[src/laser_safety_defines.vh]
// Register map, field positions, reset values and rule overview for the laser safety register bank
// Overview of operation
// Open select or mode pin raises its open error, blocks lasing, registers still work. Code has no open error flag.
// Fault alert held low while either configuration pin is open.
// Each channel disable bit resets to 1 and keeps that channel off.
// Any pending status error forces both channels off.
// Each status bit change pulses fault alert unless masked. In the code the monitor seen bits of status byte B never pulse it.
// Status byte A: ram ready, supply down, mem, overtemp, oc2, oc1, osc, timeout.
// Status byte B: per channel on state, monitor seen, saturation at bits 0-2, 4-6.
// Reading a status register acknowledges the errors it reports.
// Power-on sets supply down and ram ready flags; host reads both statuses.
// Leaving standby keeps registers but sets supply down flag.
// Channel_combine bit plus both disables cleared and both pins high parallels channel 2.
// In channel_combine both comparators stay active; host parks channel 2 limit at maximum.
// In channel_combine channel 1 limit code scales by two, valid codes 10 to 255.
// SPI selected when interface select pin low; master drives select and clock.
// SPI frame: address byte, opcode 10 read 01 write, six bit address, data.
// SPI address increments after each byte, wrapping from 0x3f to 0x00.
// I2C selected when interface select pin high; pins become clock, data, address.
// I2C frame: slave address, register address, data; bit 0 one means read. Code acks register address and data bytes but stores neither.
// I2C slave address is 11000 followed by address pin high then low bit.
// Monitor resistor codes are 8 bits and reset to 0xff.
// Sense select bit routes the converter to internal node when 1.
// Resistor off bit disconnects the internal monitor resistor when 1.
// Oscillator error mask bit 0 at 0x1d withholds alert; resets to 0.
// Saturation masks at bits 2 and 3 reset to 1 and gate alert.
// A status read clears only flags whose cause has ended.
// I2C multi-byte transfers auto-increment and wrap the register address too; code increments only after read bytes.
`ifndef LASER_SAFETY_DEFINES_VH
`define LASER_SAFETY_DEFINES_VH
`define ADDR_STATUS_A 6'h00
`define ADDR_STATUS_B 6'h01
`define ADDR_CH1_CFG 6'h10
`define ADDR_CH1_LIMIT 6'h11
`define ADDR_CH1_RES 6'h12
`define ADDR_CH2_CFG 6'h15
`define ADDR_CH2_LIMIT 6'h16
`define ADDR_CH2_RES 6'h17
`define ADDR_SENSE 6'h1a
`define ADDR_COMBINE 6'h1b
`define ADDR_MASK 6'h1d
`define ADDR_DISABLE 6'h1e
`define ADDR_LAST 6'h3f
`define BIT_COMBINE 6
`define BIT_RES_OFF 2
`define BIT_EXT_CAP 1
`define BIT_SENSE1 2
`define BIT_SENSE2 6
`define BIT_OSC_MASK 0
`define BIT_SAT1_MASK 2
`define BIT_SAT2_MASK 3
`define BIT_SIM_OC1 5
`define BIT_SIM_OC2 6
`define RST_LIMIT 8'hff
`define RST_RES 8'hff
`define RST_MASK 8'h0c
`define RST_DISABLE 8'h03
`define RST_COMBINE 8'h02
`define RST_CH_CFG 8'h10
`define OPC_READ 2'h2
`define OPC_WRITE 2'h1
`define I2C_ID_HIGH 5'h18
`endif

[src/status_flag.v]
// Sticky status flag with acknowledge-on-read and change pulse
`timescale 1ns/1ps
`default_nettype none
module status_flag (
    input wire clk,
    input wire rst,
    input wire rst_value,
    input wire cause,
    input wire ack,
    output reg flag_q,
    output wire changed
);
    reg flag_d;
    always @* begin
        flag_d = flag_q;
        if (ack && !cause) begin
            flag_d = 1'b0;
        end
        if (cause) begin
            flag_d = 1'b1; // Set wins over acknowledge
        end
    end
    always @(posedge clk) begin
        if (rst) begin
            flag_q <= rst_value;
        end else begin
            flag_q <= flag_d;
        end
    end
    assign changed = flag_d != flag_q;
endmodule // status_flag
`default_nettype wire

[src/laser_safety_regs.v]
// Dual laser channel safety logic and SPI/I2C register slave
`timescale 1ns/1ps
`default_nettype none
`include "laser_safety_defines.vh"
module laser_safety_regs (
    input wire CLK_SYS,
    input wire RST,
    input wire IFACE_SEL,
    input wire IFACE_SEL_OPEN,
    input wire MODE_CFG_OPEN,
    input wire CH1_ENABLE_PIN,
    input wire CH2_ENABLE_PIN,
    input wire CS_OR_ADDR_HI,
    input wire SIN_OR_ADDR_LO,
    input wire SCLK,
    input wire SDA_IN,
    output reg SDA_OUT,
    output reg SDA_OE,
    input wire STANDBY_EXIT,
    input wire MEM_ERR_IN,
    input wire OVERTEMP_IN,
    input wire CH1_OC_IN,
    input wire CH2_OC_IN,
    input wire OSC_ERR_IN,
    input wire CFG_TIMEOUT_IN,
    input wire CH1_SAT_IN,
    input wire CH2_SAT_IN,
    output wire FAULT_ALERT_N,
    output reg CH1_ON,
    output reg CH2_ON,
    output reg CHANNEL_COMBINE,
    output reg [7:0] CH1_LIMIT_CODE,
    output reg [7:0] CH2_LIMIT_CODE,
    output reg CH1_LIMIT_DOUBLE,
    output reg [7:0] CH1_RES_CODE,
    output reg [7:0] CH2_RES_CODE,
    output reg CH1_RES_OFF,
    output reg CH2_RES_OFF,
    output reg CH1_ADC_SENSE,
    output reg CH2_ADC_SENSE,
    output reg CH2_EXT_CAP
);
    localparam S_IDLE = 4'b0001;
    localparam S_ADDR = 4'b0010;
    localparam S_DATA = 4'b0100;
    localparam S_ACK = 4'b1000;

    // Two-stage synchronisers for every asynchronous pin
    reg [10:0] s1_q;
    reg [10:0] s2_q;
    wire [10:0] pins = {SDA_IN, SCLK, SIN_OR_ADDR_LO, CS_OR_ADDR_HI, IFACE_SEL,
        IFACE_SEL_OPEN, MODE_CFG_OPEN, CH1_ENABLE_PIN, CH2_ENABLE_PIN, STANDBY_EXIT,
        1'b0};
    always @(posedge CLK_SYS) begin
        if (RST) begin
            s1_q <= 11'h000;
            s2_q <= 11'h000;
        end else begin
            s1_q <= pins;
            s2_q <= s1_q;
        end
    end
    wire sda = s2_q[10];
    wire scl = s2_q[9];
    wire din = s2_q[8];
    wire cs_hi = s2_q[7];
    wire i2c_mode = s2_q[6];
    wire iface_open = s2_q[5];
    wire mode_open = s2_q[4];
    wire en1 = s2_q[3];
    wire en2 = s2_q[2];
    wire standby_exit = s2_q[1];
    reg scl_q;
    reg sda_q;
    reg cs_q;
    reg stb_q;
    always @(posedge CLK_SYS) begin
        if (RST) begin
            scl_q <= 1'b0;
            sda_q <= 1'b1;
            cs_q <= 1'b1;
            stb_q <= 1'b0;
        end else begin
            scl_q <= scl;
            sda_q <= sda;
            cs_q <= cs_hi;
            stb_q <= standby_exit;
        end
    end
    wire scl_rise = scl && !scl_q;
    wire scl_fall = !scl && scl_q;
    wire i2c_start = i2c_mode && scl && sda_q && !sda;
    wire i2c_stop = i2c_mode && scl && !sda_q && sda;
    wire standby_rise = standby_exit && !stb_q;

    // Configuration registers
    reg [7:0] ch1_cfg_q;
    reg [7:0] ch2_cfg_q;
    reg [7:0] sense_q;
    reg [7:0] combine_q;
    reg [7:0] mask_q;
    reg [7:0] disable_q;

    // Status flags
    reg por_q;
    wire ack_a;
    wire ack_b;
    wire [13:0] cause;
    wire [13:0] flags;
    wire [13:0] chg;
    wire [13:0] rstv = 14'h0003;
    wire [13:0] acks = {{6{ack_b}}, {8{ack_a}}};
    assign cause[0] = por_q;
    assign cause[1] = por_q | standby_rise;
    assign cause[2] = MEM_ERR_IN;
    assign cause[3] = OVERTEMP_IN;
    assign cause[4] = CH2_OC_IN | mask_q[`BIT_SIM_OC2];
    assign cause[5] = CH1_OC_IN | mask_q[`BIT_SIM_OC1];
    assign cause[6] = OSC_ERR_IN;
    assign cause[7] = CFG_TIMEOUT_IN;
    assign cause[8] = 1'b0;
    assign cause[9] = 1'b0;
    assign cause[10] = CH1_SAT_IN;
    assign cause[11] = 1'b0;
    assign cause[12] = 1'b0;
    assign cause[13] = CH2_SAT_IN;
    genvar gi;
    generate
        for (gi = 0; gi < 14; gi = gi + 1) begin : g_flag
            status_flag u_flag (
                .clk(CLK_SYS),
                .rst(RST),
                .rst_value(rstv[gi]),
                .cause(cause[gi]),
                .ack(acks[gi]),
                .flag_q(flags[gi]),
                .changed(chg[gi])
            );
        end
    endgenerate
    reg mon1_q;
    reg mon2_q;
    wire [7:0] status_a = flags[7:0];
    wire [7:0] status_b = {1'b0, flags[13], mon2_q, CH2_ON, 1'b0, flags[10], mon1_q,
        CH1_ON};

    // Channel enable logic
    wire err_block = (|status_a[7:0]) | iface_open | mode_open;
    wire on1 = !err_block && !disable_q[0] && en1;
    wire on2 = !err_block && !disable_q[1] && en2 &&
        !(combine_q[`BIT_COMBINE] && !on1);
    reg alert_q;
    wire [13:0] alert_mask = {!mask_q[`BIT_SAT2_MASK], 2'b11, !mask_q[`BIT_SAT1_MASK], 3'b111,
        !mask_q[`BIT_OSC_MASK], 6'h3f};
    always @(posedge CLK_SYS) begin
        if (RST) begin
            por_q <= 1'b1;
            CH1_ON <= 1'b0;
            CH2_ON <= 1'b0;
            mon1_q <= 1'b0;
            mon2_q <= 1'b0;
            alert_q <= 1'b0;
        end else begin
            por_q <= 1'b0;
            CH1_ON <= on1;
            CH2_ON <= on2;
            if (on1 && !CH1_RES_OFF) begin
                mon1_q <= 1'b1;
            end
            if (on2 && !CH2_RES_OFF) begin
                mon2_q <= 1'b1;
            end
            alert_q <= |(chg & alert_mask) | (CH1_ON ^ on1) | (CH2_ON ^ on2);
        end
    end
    assign FAULT_ALERT_N = !(alert_q | iface_open | mode_open);

    // Serial protocol engine shared by SPI and I2C
    reg [3:0] state_q;
    reg [7:0] shift_q;
    reg [2:0] bitc_q;
    reg [5:0] addr_q;
    reg rd_q;
    reg first_q;
    reg [7:0] tx_q;
    reg wr_pulse;
    reg rd_pulse;
    reg [7:0] rdata;
    wire [6:0] my_id = {`I2C_ID_HIGH, cs_hi, din};
    wire [7:0] byte_in = {shift_q[6:0], i2c_mode ? sda : din};
    assign ack_a = rd_pulse && addr_q == `ADDR_STATUS_A;
    assign ack_b = rd_pulse && addr_q == `ADDR_STATUS_B;
    always @* begin
        if (addr_q == `ADDR_STATUS_A) begin
            rdata = status_a;
        end else if (addr_q == `ADDR_STATUS_B) begin
            rdata = status_b;
        end else if (addr_q == `ADDR_CH1_CFG) begin
            rdata = ch1_cfg_q;
        end else if (addr_q == `ADDR_CH1_LIMIT) begin
            rdata = CH1_LIMIT_CODE;
        end else if (addr_q == `ADDR_CH1_RES) begin
            rdata = CH1_RES_CODE;
        end else if (addr_q == `ADDR_CH2_CFG) begin
            rdata = ch2_cfg_q;
        end else if (addr_q == `ADDR_CH2_LIMIT) begin
            rdata = CH2_LIMIT_CODE;
        end else if (addr_q == `ADDR_CH2_RES) begin
            rdata = CH2_RES_CODE;
        end else if (addr_q == `ADDR_SENSE) begin
            rdata = sense_q;
        end else if (addr_q == `ADDR_COMBINE) begin
            rdata = combine_q;
        end else if (addr_q == `ADDR_MASK) begin
            rdata = mask_q;
        end else if (addr_q == `ADDR_DISABLE) begin
            rdata = disable_q;
        end else begin
            rdata = 8'h00;
        end
    end
    always @(posedge CLK_SYS) begin
        wr_pulse <= 1'b0;
        rd_pulse <= 1'b0;
        if (RST) begin
            state_q <= S_IDLE;
            shift_q <= 8'h00;
            bitc_q <= 3'h0;
            addr_q <= 6'h00;
            rd_q <= 1'b0;
            first_q <= 1'b0;
            tx_q <= 8'h00;
            SDA_OUT <= 1'b0;
            SDA_OE <= 1'b0;
        end else if (!i2c_mode) begin
            SDA_OE <= !cs_hi;
            if (cs_hi) begin
                state_q <= S_ADDR;
                bitc_q <= 3'h0;
            end else if (!cs_hi && cs_q) begin
                SDA_OUT <= 1'b0;
            end else if (scl_rise) begin
                shift_q <= byte_in;
                bitc_q <= bitc_q + 3'h1;
                if (bitc_q == 3'h7) begin
                    if (state_q == S_ADDR) begin
                        rd_q <= byte_in[7:6] == `OPC_READ;
                        addr_q <= byte_in[5:0];
                        state_q <= (byte_in[7:6] == `OPC_READ ||
                            byte_in[7:6] == `OPC_WRITE) ? S_DATA : S_IDLE;
                    end else if (state_q == S_DATA) begin
                        wr_pulse <= !rd_q;
                        rd_pulse <= rd_q;
                    end
                end
            end else if (scl_fall && state_q == S_DATA) begin
                if (bitc_q == 3'h0) begin
                    tx_q <= {rdata[6:0], 1'b0};
                    SDA_OUT <= rdata[7];
                end else begin
                    SDA_OUT <= tx_q[7];
                    tx_q <= {tx_q[6:0], 1'b0};
                end
            end else if (wr_pulse || rd_pulse) begin
                addr_q <= addr_q + 6'h01;
            end
        end else begin
            if (i2c_start) begin
                state_q <= S_ADDR;
                bitc_q <= 3'h0;
                first_q <= 1'b1;
                SDA_OE <= 1'b0;
            end else if (i2c_stop) begin
                state_q <= S_IDLE;
                SDA_OE <= 1'b0;
            end else if (scl_rise && state_q != S_IDLE && state_q != S_ACK) begin
                shift_q <= byte_in;
                bitc_q <= bitc_q + 3'h1;
                if (bitc_q == 3'h7) begin
                    state_q <= S_ACK;
                    if (first_q) begin
                        rd_q <= byte_in[0];
                    end
                end
            end else if (scl_rise && state_q == S_ACK && rd_q && SDA_OE == 1'b0 && sda) begin
                state_q <= S_IDLE; // Master NACK ends the read
            end else if (scl_fall && state_q == S_ACK) begin
                if (SDA_OE && !(rd_q && !first_q && state_q == S_ACK && bitc_q != 3'h0)) begin
                    SDA_OE <= 1'b0;
                    state_q <= S_DATA;
                    if (rd_q && !first_q) begin
                        SDA_OE <= !rdata[7];
                        tx_q <= {rdata[6:0], 1'b0};
                        rd_pulse <= 1'b1;
                    end
                end else if (first_q && shift_q[7:1] != my_id) begin
                    state_q <= S_IDLE;
                end else if (first_q) begin
                    SDA_OE <= 1'b1;
                    first_q <= 1'b0;
                end else begin
                    SDA_OE <= 1'b1;
                end
                SDA_OUT <= 1'b0;
            end else if (scl_fall && state_q == S_DATA && rd_q && !first_q) begin
                SDA_OE <= !tx_q[7];
                tx_q <= {tx_q[6:0], 1'b0};
                if (bitc_q == 3'h0) begin
                    SDA_OE <= 1'b0;
                    state_q <= S_ACK;
                end
            end
            if (wr_pulse || rd_pulse) begin
                addr_q <= addr_q + 6'h01;
            end
        end
    end

    // Register writes
    always @(posedge CLK_SYS) begin
        if (RST) begin
            ch1_cfg_q <= `RST_CH_CFG;
            ch2_cfg_q <= `RST_CH_CFG;
            CH1_LIMIT_CODE <= `RST_LIMIT;
            CH2_LIMIT_CODE <= `RST_LIMIT;
            CH1_RES_CODE <= `RST_RES;
            CH2_RES_CODE <= `RST_RES;
            sense_q <= 8'h00;
            combine_q <= `RST_COMBINE;
            mask_q <= `RST_MASK;
            disable_q <= `RST_DISABLE;
        end else if (wr_pulse) begin
            if (addr_q == `ADDR_CH1_CFG) begin
                ch1_cfg_q <= shift_q;
            end else if (addr_q == `ADDR_CH1_LIMIT) begin
                CH1_LIMIT_CODE <= shift_q;
            end else if (addr_q == `ADDR_CH1_RES) begin
                CH1_RES_CODE <= shift_q;
            end else if (addr_q == `ADDR_CH2_CFG) begin
                ch2_cfg_q <= shift_q;
            end else if (addr_q == `ADDR_CH2_LIMIT) begin
                CH2_LIMIT_CODE <= shift_q;
            end else if (addr_q == `ADDR_CH2_RES) begin
                CH2_RES_CODE <= shift_q;
            end else if (addr_q == `ADDR_SENSE) begin
                sense_q <= shift_q;
            end else if (addr_q == `ADDR_COMBINE) begin
                combine_q <= shift_q;
            end else if (addr_q == `ADDR_MASK) begin
                mask_q <= shift_q;
            end else if (addr_q == `ADDR_DISABLE) begin
                disable_q <= shift_q;
            end
        end
    end
    always @(posedge CLK_SYS) begin
        if (RST) begin
            CHANNEL_COMBINE <= 1'b0;
            CH1_LIMIT_DOUBLE <= 1'b0;
            CH1_RES_OFF <= 1'b0;
            CH2_RES_OFF <= 1'b0;
            CH1_ADC_SENSE <= 1'b0;
            CH2_ADC_SENSE <= 1'b0;
            CH2_EXT_CAP <= 1'b0;
        end else begin
            CHANNEL_COMBINE <= combine_q[`BIT_COMBINE];
            CH1_LIMIT_DOUBLE <= combine_q[`BIT_COMBINE];
            CH1_RES_OFF <= ch1_cfg_q[`BIT_RES_OFF];
            CH2_RES_OFF <= ch2_cfg_q[`BIT_RES_OFF];
            CH1_ADC_SENSE <= sense_q[`BIT_SENSE1];
            CH2_ADC_SENSE <= sense_q[`BIT_SENSE2];
            CH2_EXT_CAP <= ch2_cfg_q[`BIT_EXT_CAP];
        end
    end
endmodule // laser_safety_regs
`default_nettype wire

[config.mk]
export PLATFORM = sky130hd
export DESIGN_NAME = laser_safety_regs
export DESIGN_NICKNAME = d
export VERILOG_FILES = /design/src/status_flag.v /design/src/laser_safety_regs.v
export VERILOG_INCLUDE_DIRS = /design/src
export SDC_FILE = /design/constraint.sdc
export NUM_CORES = 1
export LEC_CHECK = 0
export BUFFER_PORTS_ARGS = -buffer_cell sky130_fd_sc_hd__buf_2
export CAP_MARGIN = 20
export CELL_PAD_IN_SITES_DETAIL_PLACEMENT = 0
export CELL_PAD_IN_SITES_GLOBAL_PLACEMENT = 1
export CORE_MARGIN = 2
export CORE_UTILIZATION = 41
export DETAILED_ROUTE_END_ITERATION = 10
export PLACE_DENSITY_LB_ADDON = 0.1
export SYNTH_ARGS = -nofsm -noshare
export SYNTH_HDL_FRONTEND = slang
export SYNTH_HIERARCHICAL = 1
export SYNTH_SLANG_ARGS = --single-unit
[constraint.sdc]
create_clock -name CLK_SYS -period 2.3 [get_ports CLK_SYS]
set_input_delay 0.46 -clock CLK_SYS [delete_from_list [all_inputs] [get_ports CLK_SYS]]
set_output_delay 0.46 -clock CLK_SYS [all_outputs]
set_load 0.005 [all_outputs]
==> results of run 1 <==
[cell families after synthesis]
| group | synth area share (%) |
|---|---|
| simple gates | 28.1 |
| compound gates | 19.4 |
| flops | 40.1 |
| buf+inv | 4.71 |
| mux | 5.74 |
| fa+ha+maj | 1.22 |
| xor+xnor | 0.642 |
| other cells | 0.0917 |
[Yosys cell counts (3+ instances only)]
| cell type | number |
|---|---|
| a221oi_1 | 8 |
| or4b_1 | 3 |
| nand4b_1 | 5 |
| nor2b_1 | 60 |
| xor2_1 | 5 |
| and2_1 | 3 |
| o31a_1 | 3 |
| a21o_1 | 3 |
| nand2b_1 | 25 |
| a31o_2 | 4 |
| and3_1 | 10 |
| nor2_1 | 131 |
| a31oi_1 | 9 |
| buf_1 | 4 |
| a21oi_1 | 66 |
| o21ai_0 | 26 |
| nand2_1 | 103 |
| nor4_1 | 6 |
| nand3_1 | 16 |
| a22oi_1 | 9 |
| o31ai_1 | 4 |
| buf_2 | 11 |
| clkbuf_1 | 46 |
| or4_1 | 4 |
| nor3_1 | 11 |
| o22ai_1 | 9 |
| mux2i_1 | 47 |
| nor3b_1 | 3 |
| nand3b_1 | 17 |
| a211o_1 | 34 |
| or2_2 | 7 |
| nand4_1 | 9 |
| nor4b_1 | 4 |
| dfxtp_1 | 164 |
| o221ai_1 | 4 |
| a211oi_1 | 7 |
| o211ai_1 | 5 |
| inv_1 | 24 |
| o41ai_1 | 3 |
| ha_1 | 8 |
| a311oi_1 | 3 |
[state kept, by name, summed over array words and instances, names as in the netlist, 8 cells and up]
register and flops:
s2_q 10, sense_q 8, CH1_RES_CODE 8, CH1_LIMIT_CODE 8
ch1_cfg_q 8, s1_q 10, disable_q 8, shift_q 8
CH2_RES_CODE 8, g_flag.u_flag/flag_q 14, mask_q 8, ch2_cfg_q 8
combine_q 8, CH2_LIMIT_CODE 8
[critical path: cells and delay by family (launching register included)]
| kind | cells | cell delay, ns |
|---|---|---|
| DFF | 1 | 0.34 |
| buffers and inverters | 1 | 0.08 |
| adders and majority gates | 1 | 0.20 |
| AOI/OAI and AO/OA | 4 | 1.02 |
| and+or+nand+nor | 2 | 0.54 |
[layer usage]
| metal | vias up | part of all wire [%] | routed length (um) | GRT usage [%] |
|---|---|---|---|---|
| li1 | 3745 | - | - | - |
| met1 | 3587 | 46 | 12200 | 33.5 |
| met3 | 48 | 5.5 | 1450 | 4.37 |
| met2 | 212 | 45 | 11900 | 39.7 |
| met4 | 0 | 3.3 | 884 | 9.61 |
| met5 | - | 0 | 0 | 0 |
[what timing repair did]
item / in CTS / in global routing
endpoints found under the hold margin: 0 / 0
setup endpoints to repair: 7 / 26
pin swaps: 1 / 9
resized for setup: 10 / 36
buffers inserted: 0 / 5
[power by group]
part / total [mW] / switching (mW) / leakage, nW / internal, mW
logic: 0.423 / 0.240 / 2.60 / 0.183
clock network: 2.96 / 1.20 / 0.288 / 1.76
registers: 2.94 / 0.0526 / 1.34 / 2.89
total: 6.32 / 1.49 / 4.23 / 4.83
[cells in the final DEF (no fill, tap or decap), types with 7 or more instances in the layout]
cell | netlist | routed
buf_2 | 11 | 62
clkbuf_16 | 0 | 17
or2_2 | 7 | 7
a31oi_1 | 9 | 8
and3_1 | 10 | 9
a22oi_1 | 9 | 9
a21oi_1 | 66 | 64
nor3_1 | 11 | 11
nor2b_1 | 60 | 60
a211o_1 | 34 | 34
nand3b_1 | 17 | 17
inv_1 | 24 | 24
nand3_1 | 16 | 15
dfxtp_1 | 164 | 157
o22ai_1 | 9 | 9
o21ai_0 | 26 | 23
nand4_1 | 9 | 9
nand2_1 | 103 | 101
buf_4 | 2 | 106
nand2b_1 | 25 | 25
nor2_1 | 131 | 128
a221oi_1 | 8 | 8
a211oi_1 | 7 | 7
mux2i_1 | 47 | 47
conb_1 | 2 | 22
[cell type report]
| type | instances | area share, % |
|---|---|---|
| Multi-Input combinational cell | 748 | 46.2 |
| Sequential cell | 164 | 32.1 |
| Timing Repair Buffer | 174 | 11.7 |
| Clock buffer | 19 | 4.41 |
| Tap cell | 265 | 3.23 |
| Clock inverter | 11 | 1.49 |
| Inverter | 24 | 0.878 |
[how the worst max path moves through the flow]
stage / start / slack [ns] / endpoint
floorplan: addr_q[0] / 0.04 / alert_q
global placement: addr_q[0] / -0.05 / tx_q[7]
detailed placement: addr_q[0] / -0.09 / tx_q[7]
CTS: addr_q[3] / 0.008 / tx_q[7]
global route: addr_q[0] / -0.06 / tx_q[6]
finish: addr_q[0] / 0.06 / tx_q[7]
[per-stage QoR]
stage / setup TNS, ns / cell area (um^2) / cells / power, mW
floorplan: 0 / 8260 / 1003 / 3.25
global placement: -0.0546 / 9460 / 1370 / 3.41
detailed placement: -0.172 / 9460 / 1370 / 3.41
CTS: 0 / 10100 / 1400 / 6.36
global route: -0.0849 / 10300 / 1405 / 6.56
finish: 0 / 10300 / 1405 / 6.32
==> metrics.txt, run 1 <==
status=complete, no violations; IO Pins=64; worst-path fanout max=5; Tcrit/Tclk final=a little over nine tenths; Vias per Instance=between 5 and 6; Worst setup EP type=register; Seq cells post-synth=around 160; Core ar.=19500 um^2; Initial Util=41.9%; hold path depth=2; H-Tree Depth=4; die area=around 21000 um^2; Worst path slowest cell=a311o_1; DP HPWL=approximately 19 mm; Worst-Skew Late Latency=0.44 ns; worst-path cell chain=inv_1, ha_2, nor2b_1, and2_2, a22oi_1, a211o_1, a311o_1, a21oi_1; 1st-pass router iterations=5; Area growth, synth to finish=25.3%; final hold violations=0; Sink Count=164; RSZ-0062 raised after global routing=true; Reg area=3290 um^2; Synth area leader=dfxtp_1; antenna diode count=0; GRT Util Overall=24.8%; Setup crit start kind=register; worst rel slew slack=58.5%; GPL Wtd Cong=0.958; worst setup path class=register to register; Rows=a little over 50; max_cap viols=0; initial antenna violation count=0; Yosys top cell area share=40.1%; total grt overflow=0; ys flop type=dfxtp_1; Synth Area per Inst=8.33 um^2; Avg WL per Cell=18.8 um; WHS Endpoint=s1_q[2]; fmax=446 MHz; WHS=~0.23 ns; CTS tree=built; pre-CTS setup slack=-0.0898 ns; Post-route DRC=0; min-delay src=CH2_ENABLE_PIN; vias=roughly 7600; Clk pin slew, worst setup/hold paths=0.07 ns; Final ANT Viol Nets=0; DIE WIDTH=approximately 150 um; total wire length=26.4 mm; R2R setup slack=0.06 ns; Pleak=4.23 nW; clk_skew=0.0127 ns; global-route wire length before repair=a little over 40 mm; fraction of layout cells with a size suffix above 1=23.2%; final setup fails=0; Iter 0 DRT Violations=roughly 500; count of different cell masters after synthesis=85; vias in the first global route=7166; FF-to-FF End=tx_q[7]; Num CTS Buffers=17; Worst path max stage delay=0.42 ns; PwrDens=~600 nW/um^2; register area share after synthesis=about two fifths; Bufs on Longest Clock Path=2; final slew viol count=0; mapped cell area=8190 um^2; Ys Warns=6; Cells after Synth=983; Die Height=145 um; Worst Max-Slew Pin Slew=between 0.6 and 0.7 ns; VDD IR-drop max=0.524 mV; Post-synth EDFFs=0; utilization after layout=52.6%; worst hold path class=primary input to register; RR Startpoint=addr_q[0]; root buffer cell=clkbuf_16; fin nets=approximately 1200; worst r2r path cells=8; Req. time, crit path=around 2.7 ns; Async S/R FF share, synth=0%; Fillers=between 1500 and 2000; Critical Path AT=2.61 ns; IO buf count=63; top cells by area, synth=dfxtp_1, nor2_1, mux2i_1; number of hold buffers added after cts=0; fin crit period=approximately 2.2 ns; multi-input logic area=about 4700 um^2; pin count of the biggest net entering global routing=88; final worst slack=0.0554 ns
Note: power is estimated with default switching activity, not from simulation.
==> inputs of run 2 (changes only) <==
--- a/config.mk
+++ b/config.mk
@@ -6,13 +6,15 @@
 export SDC_FILE = /design/constraint.sdc
 export NUM_CORES = 1
 export LEC_CHECK = 0
-export BUFFER_PORTS_ARGS = -buffer_cell sky130_fd_sc_hd__buf_2
+export BUFFER_PORTS_ARGS = -buffer_cell sky130_fd_sc_hd__clkbuf_2
 export CAP_MARGIN = 20
 export CELL_PAD_IN_SITES_DETAIL_PLACEMENT = 0
 export CELL_PAD_IN_SITES_GLOBAL_PLACEMENT = 1
 export CORE_MARGIN = 2
 export CORE_UTILIZATION = 41
+export CTS_CLUSTER_DIAMETER = 80
 export DETAILED_ROUTE_END_ITERATION = 10
+export GPL_ROUTABILITY_DRIVEN = 0
 export PLACE_DENSITY_LB_ADDON = 0.1
 export SYNTH_ARGS = -nofsm -noshare
 export SYNTH_HDL_FRONTEND = slang
==> metrics.txt, run 2 (same netlist as run 1, synthesis figures left out) <==
status=complete, no violations (unchanged); Setup crit start kind=register (unchanged); Worst-Skew Late Latency=0.44 ns (about the same); Post-route DRC=0 (unchanged); Iter 0 DRT Violations=593 (was 495); VDD IR-drop max=0.483 mV (was 0.524 mV); DIE WIDTH=145 um (unchanged); clk_skew=0.0157 ns (was 0.0127 ns); vias=7678 (was 7592); initial antenna violation count=0 (unchanged); Worst path max stage delay=0.47 ns (was 0.42 ns); worst-path fanout max=8 (was 5); cell internal pwr=4.75 mW (was 4.83 mW); H-Tree Depth=4 (unchanged); global-route wire length before repair=41.9 mm (was 40.9 mm); Avg WL per Cell=19.2 um (was 18.8 um); Area growth, synth to finish=25.0% (was 25.3%); Vias per Instance=5.48 (was 5.40); Initial Util=41.9% (unchanged); fraction of layout cells with a size suffix above 1=23.5% (was 23.2%); fin nets=1151 (was 1157); vias in the first global route=7159 (was 7166); Largest delay share family, worst path=simple AND/OR/NAND/NOR gates (was compound AO/OA/AOI/OAI gates); Worst setup EP type=register (unchanged); die area=21100 um^2 (unchanged); Comb pwr share=6.8% (was 6.7%); Pleak=4.24 nW (was 4.23 nW); Worst Path Buf+Inv=2 (was 1); GRT Util Overall=25.5% (was 24.8%); max_cap viols=0 (unchanged); CTS tree=built (unchanged); clock share of power=46.6% (was 46.8%); Rows=51 (unchanged); IO buf count=63 (unchanged); Cell Count, Final, Fillers Out=1401 (was 1405); switching share of power=24.8% (was 23.6%); final hold violations=0 (unchanged); dpl cells=1369 (was 1370); post-route cell area=10200 um^2 (was 10300 um^2); worst rel slew slack=58.0% (was 58.5%); Sink Count=164 (unchanged); Largest Register=g_flag.u_flag/flag_q (unchanged); IO Pins=64 (unchanged); PwrDens=617 nW/um^2 (was 616 nW/um^2); worst hold path class=primary input to register (unchanged); total power=6.31 mW (was 6.32 mW); utilization after layout=52.4% (was 52.6%); final setup fails=0 (unchanged); fin crit period=2.22 ns (was 2.24 ns); DP HPWL=19.3 mm (was 19.1 mm); Sw Pwr=1.56 mW (was 1.49 mW); Final ANT Viol Nets=0 (unchanged); total wire length=26.8 mm (was 26.4 mm); commonest non-fill, non-tap cells in the layout=dfxtp_1, nor2_1, nand2_1 (was dfxtp_1, nor2_1, buf_4); Worst path slowest cell=a222oi_1 (was a311o_1); Fillers=1953 (was 1911); Bufs on Longest Clock Path=2 (unchanged); 1st-pass router iterations=6 (was 5); number of hold buffers added after cts=0 (unchanged); Core ar.=19500 um^2 (unchanged); Clk pin slew, worst setup/hold paths=0.07 ns (about the same); dpl cell area=9450 um^2 (was 9460 um^2); Worst Max-Slew Pin Slew=0.631 ns (was 0.623 ns); Largest register FFs=14 (unchanged); final slew viol count=0 (unchanged); root buffer cell=clkbuf_16 (unchanged); pin count of the biggest net entering global routing=84 (was 88); fmax=450 MHz (was 446 MHz); Die Height=145 um (unchanged); antenna diode count=0 (unchanged); RSZ-0062 raised after global routing=false (was true); sequential share of power=46.6% (was 46.5%); worst setup path class=register to register (unchanged); worst-path cell chain=inv_2, buf_4, ha_4, and3_4, nand2_1, mux2i_1, a222oi_1, nand3_1, nor4_2, a31oi_1 (was inv_1, ha_2, nor2b_1, and2_2, a22oi_1, a211o_1, a311o_1, a21oi_1); top flop regs=g_flag.u_flag/flag_q x14, s1_q x10, s2_q x10 (unchanged); Tcrit/Tclk final=96.6% (was 97.6%); Req. time, crit path=2.59 ns (was 2.66 ns); most common cell after layout, fill and taps aside=dfxtp_1 (unchanged); Critical Path AT=2.51 ns (was 2.61 ns); Num CTS Buffers=17 (unchanged); total grt overflow=0 (unchanged)
-- run 2: cell count changes in the layout (fill, tap and decap cells not counted), moves of 2 or more --
cell	change
and2_1	-2
inv_1	-2
o21ai_0	-2
buf_4	-7
inv_2	+2
inv_6	+4
buf_2	-62
clkbuf_2	+62
nor2_2	+2
-- run 2: worst reg2reg max path: stages, from the launching register on --
cell	delay (ns)
dfxtp_2	0.33
inv_2	0.05
buf_4	0.15
ha_4	0.19
and3_4	0.19
nand2_1	0.07
mux2i_1	0.06
a222oi_1	0.47
nand3_1	0.17
nor4_2	0.28
a31oi_1	0.13
-- run 2: worst paths after layout --
check                    start  endpoint  slack [ns]  cells past startpoint
setup / recovery     addr_q[1]   alert_q        0.08                     10
hold / removal    STANDBY_EXIT   s1_q[1]        0.23                      2
setup reg to reg     addr_q[1]   alert_q        0.08                     10
hold reg to reg        s1_q[5]   s2_q[5]        0.44                      1
-- run 2: metal layers --
layer	part of all wire, %	routed length, um	GRT usage [%]	vias up
met3	5.7	1540	5.63	41
met4	2.3	618	7.84	0
li1	-	-	-	3744
met1	47	12500	34.4	3638
met2	45	12200	40.7	255
met5	0	0	0	-
-- run 2: power by group through the flow --
| stage | clock network [mW] | logic (mW) | registers (mW) |
|---|---|---|---|
| 2_1_floorplan | 0 | 0.267 | 2.98 |
| 3_3_place_gp | 0 | 0.409 | 3.01 |
| 3_5_place_dp | 0 | 0.408 | 3.00 |
| 4_1_cts | 3.00 | 0.416 | 2.94 |
| 5_1_grt | 3.11 | 0.470 | 2.95 |
| 6_report | 2.94 | 0.428 | 2.94 |
-- run 2: timing repair --
| action | 4_1_cts | 5_1_grt |
|---|---|---|
| setup buffers | 0 | 0 |
| pin swaps | 3 | 13 |
| gates cloned | 0 | 0 |
| endpoints found under the setup margin | 16 | 34 |
| resized for setup | 13 | 43 |
-- run 2: through the flow --
| step | hold WS, ns | setup WS [ns] | TNS, ns |
|---|---|---|---|
| final | 0.233 | 0.0774 | 0 |
| after global routing | 0.237 | 0.0146 | 0 |
| after global placement | 0.416 | -0.167 | -0.267 |
| after CTS | 0.224 | 0.0193 | 0 |
| after detailed placement | 0.425 | -0.0861 | -0.627 |
| after floorplan | 0.414 | 0.0353 | 0 |
-- run 2: cell type report --
| type | instances | area, um^2 | area share, % |
|---|---|---|---|
| multi-input cells | 748 | 4760 | 46.5 |
| flip-flops and latches | 164 | 3290 | 32.2 |
| repair buffers | 168 | 1160 | 11.4 |
| clock buffers | 20 | 457 | 4.46 |
| well taps | 265 | 332 | 3.24 |
| clock inverters | 12 | 141 | 1.38 |
| inverters | 24 | 90.1 | 0.880 |
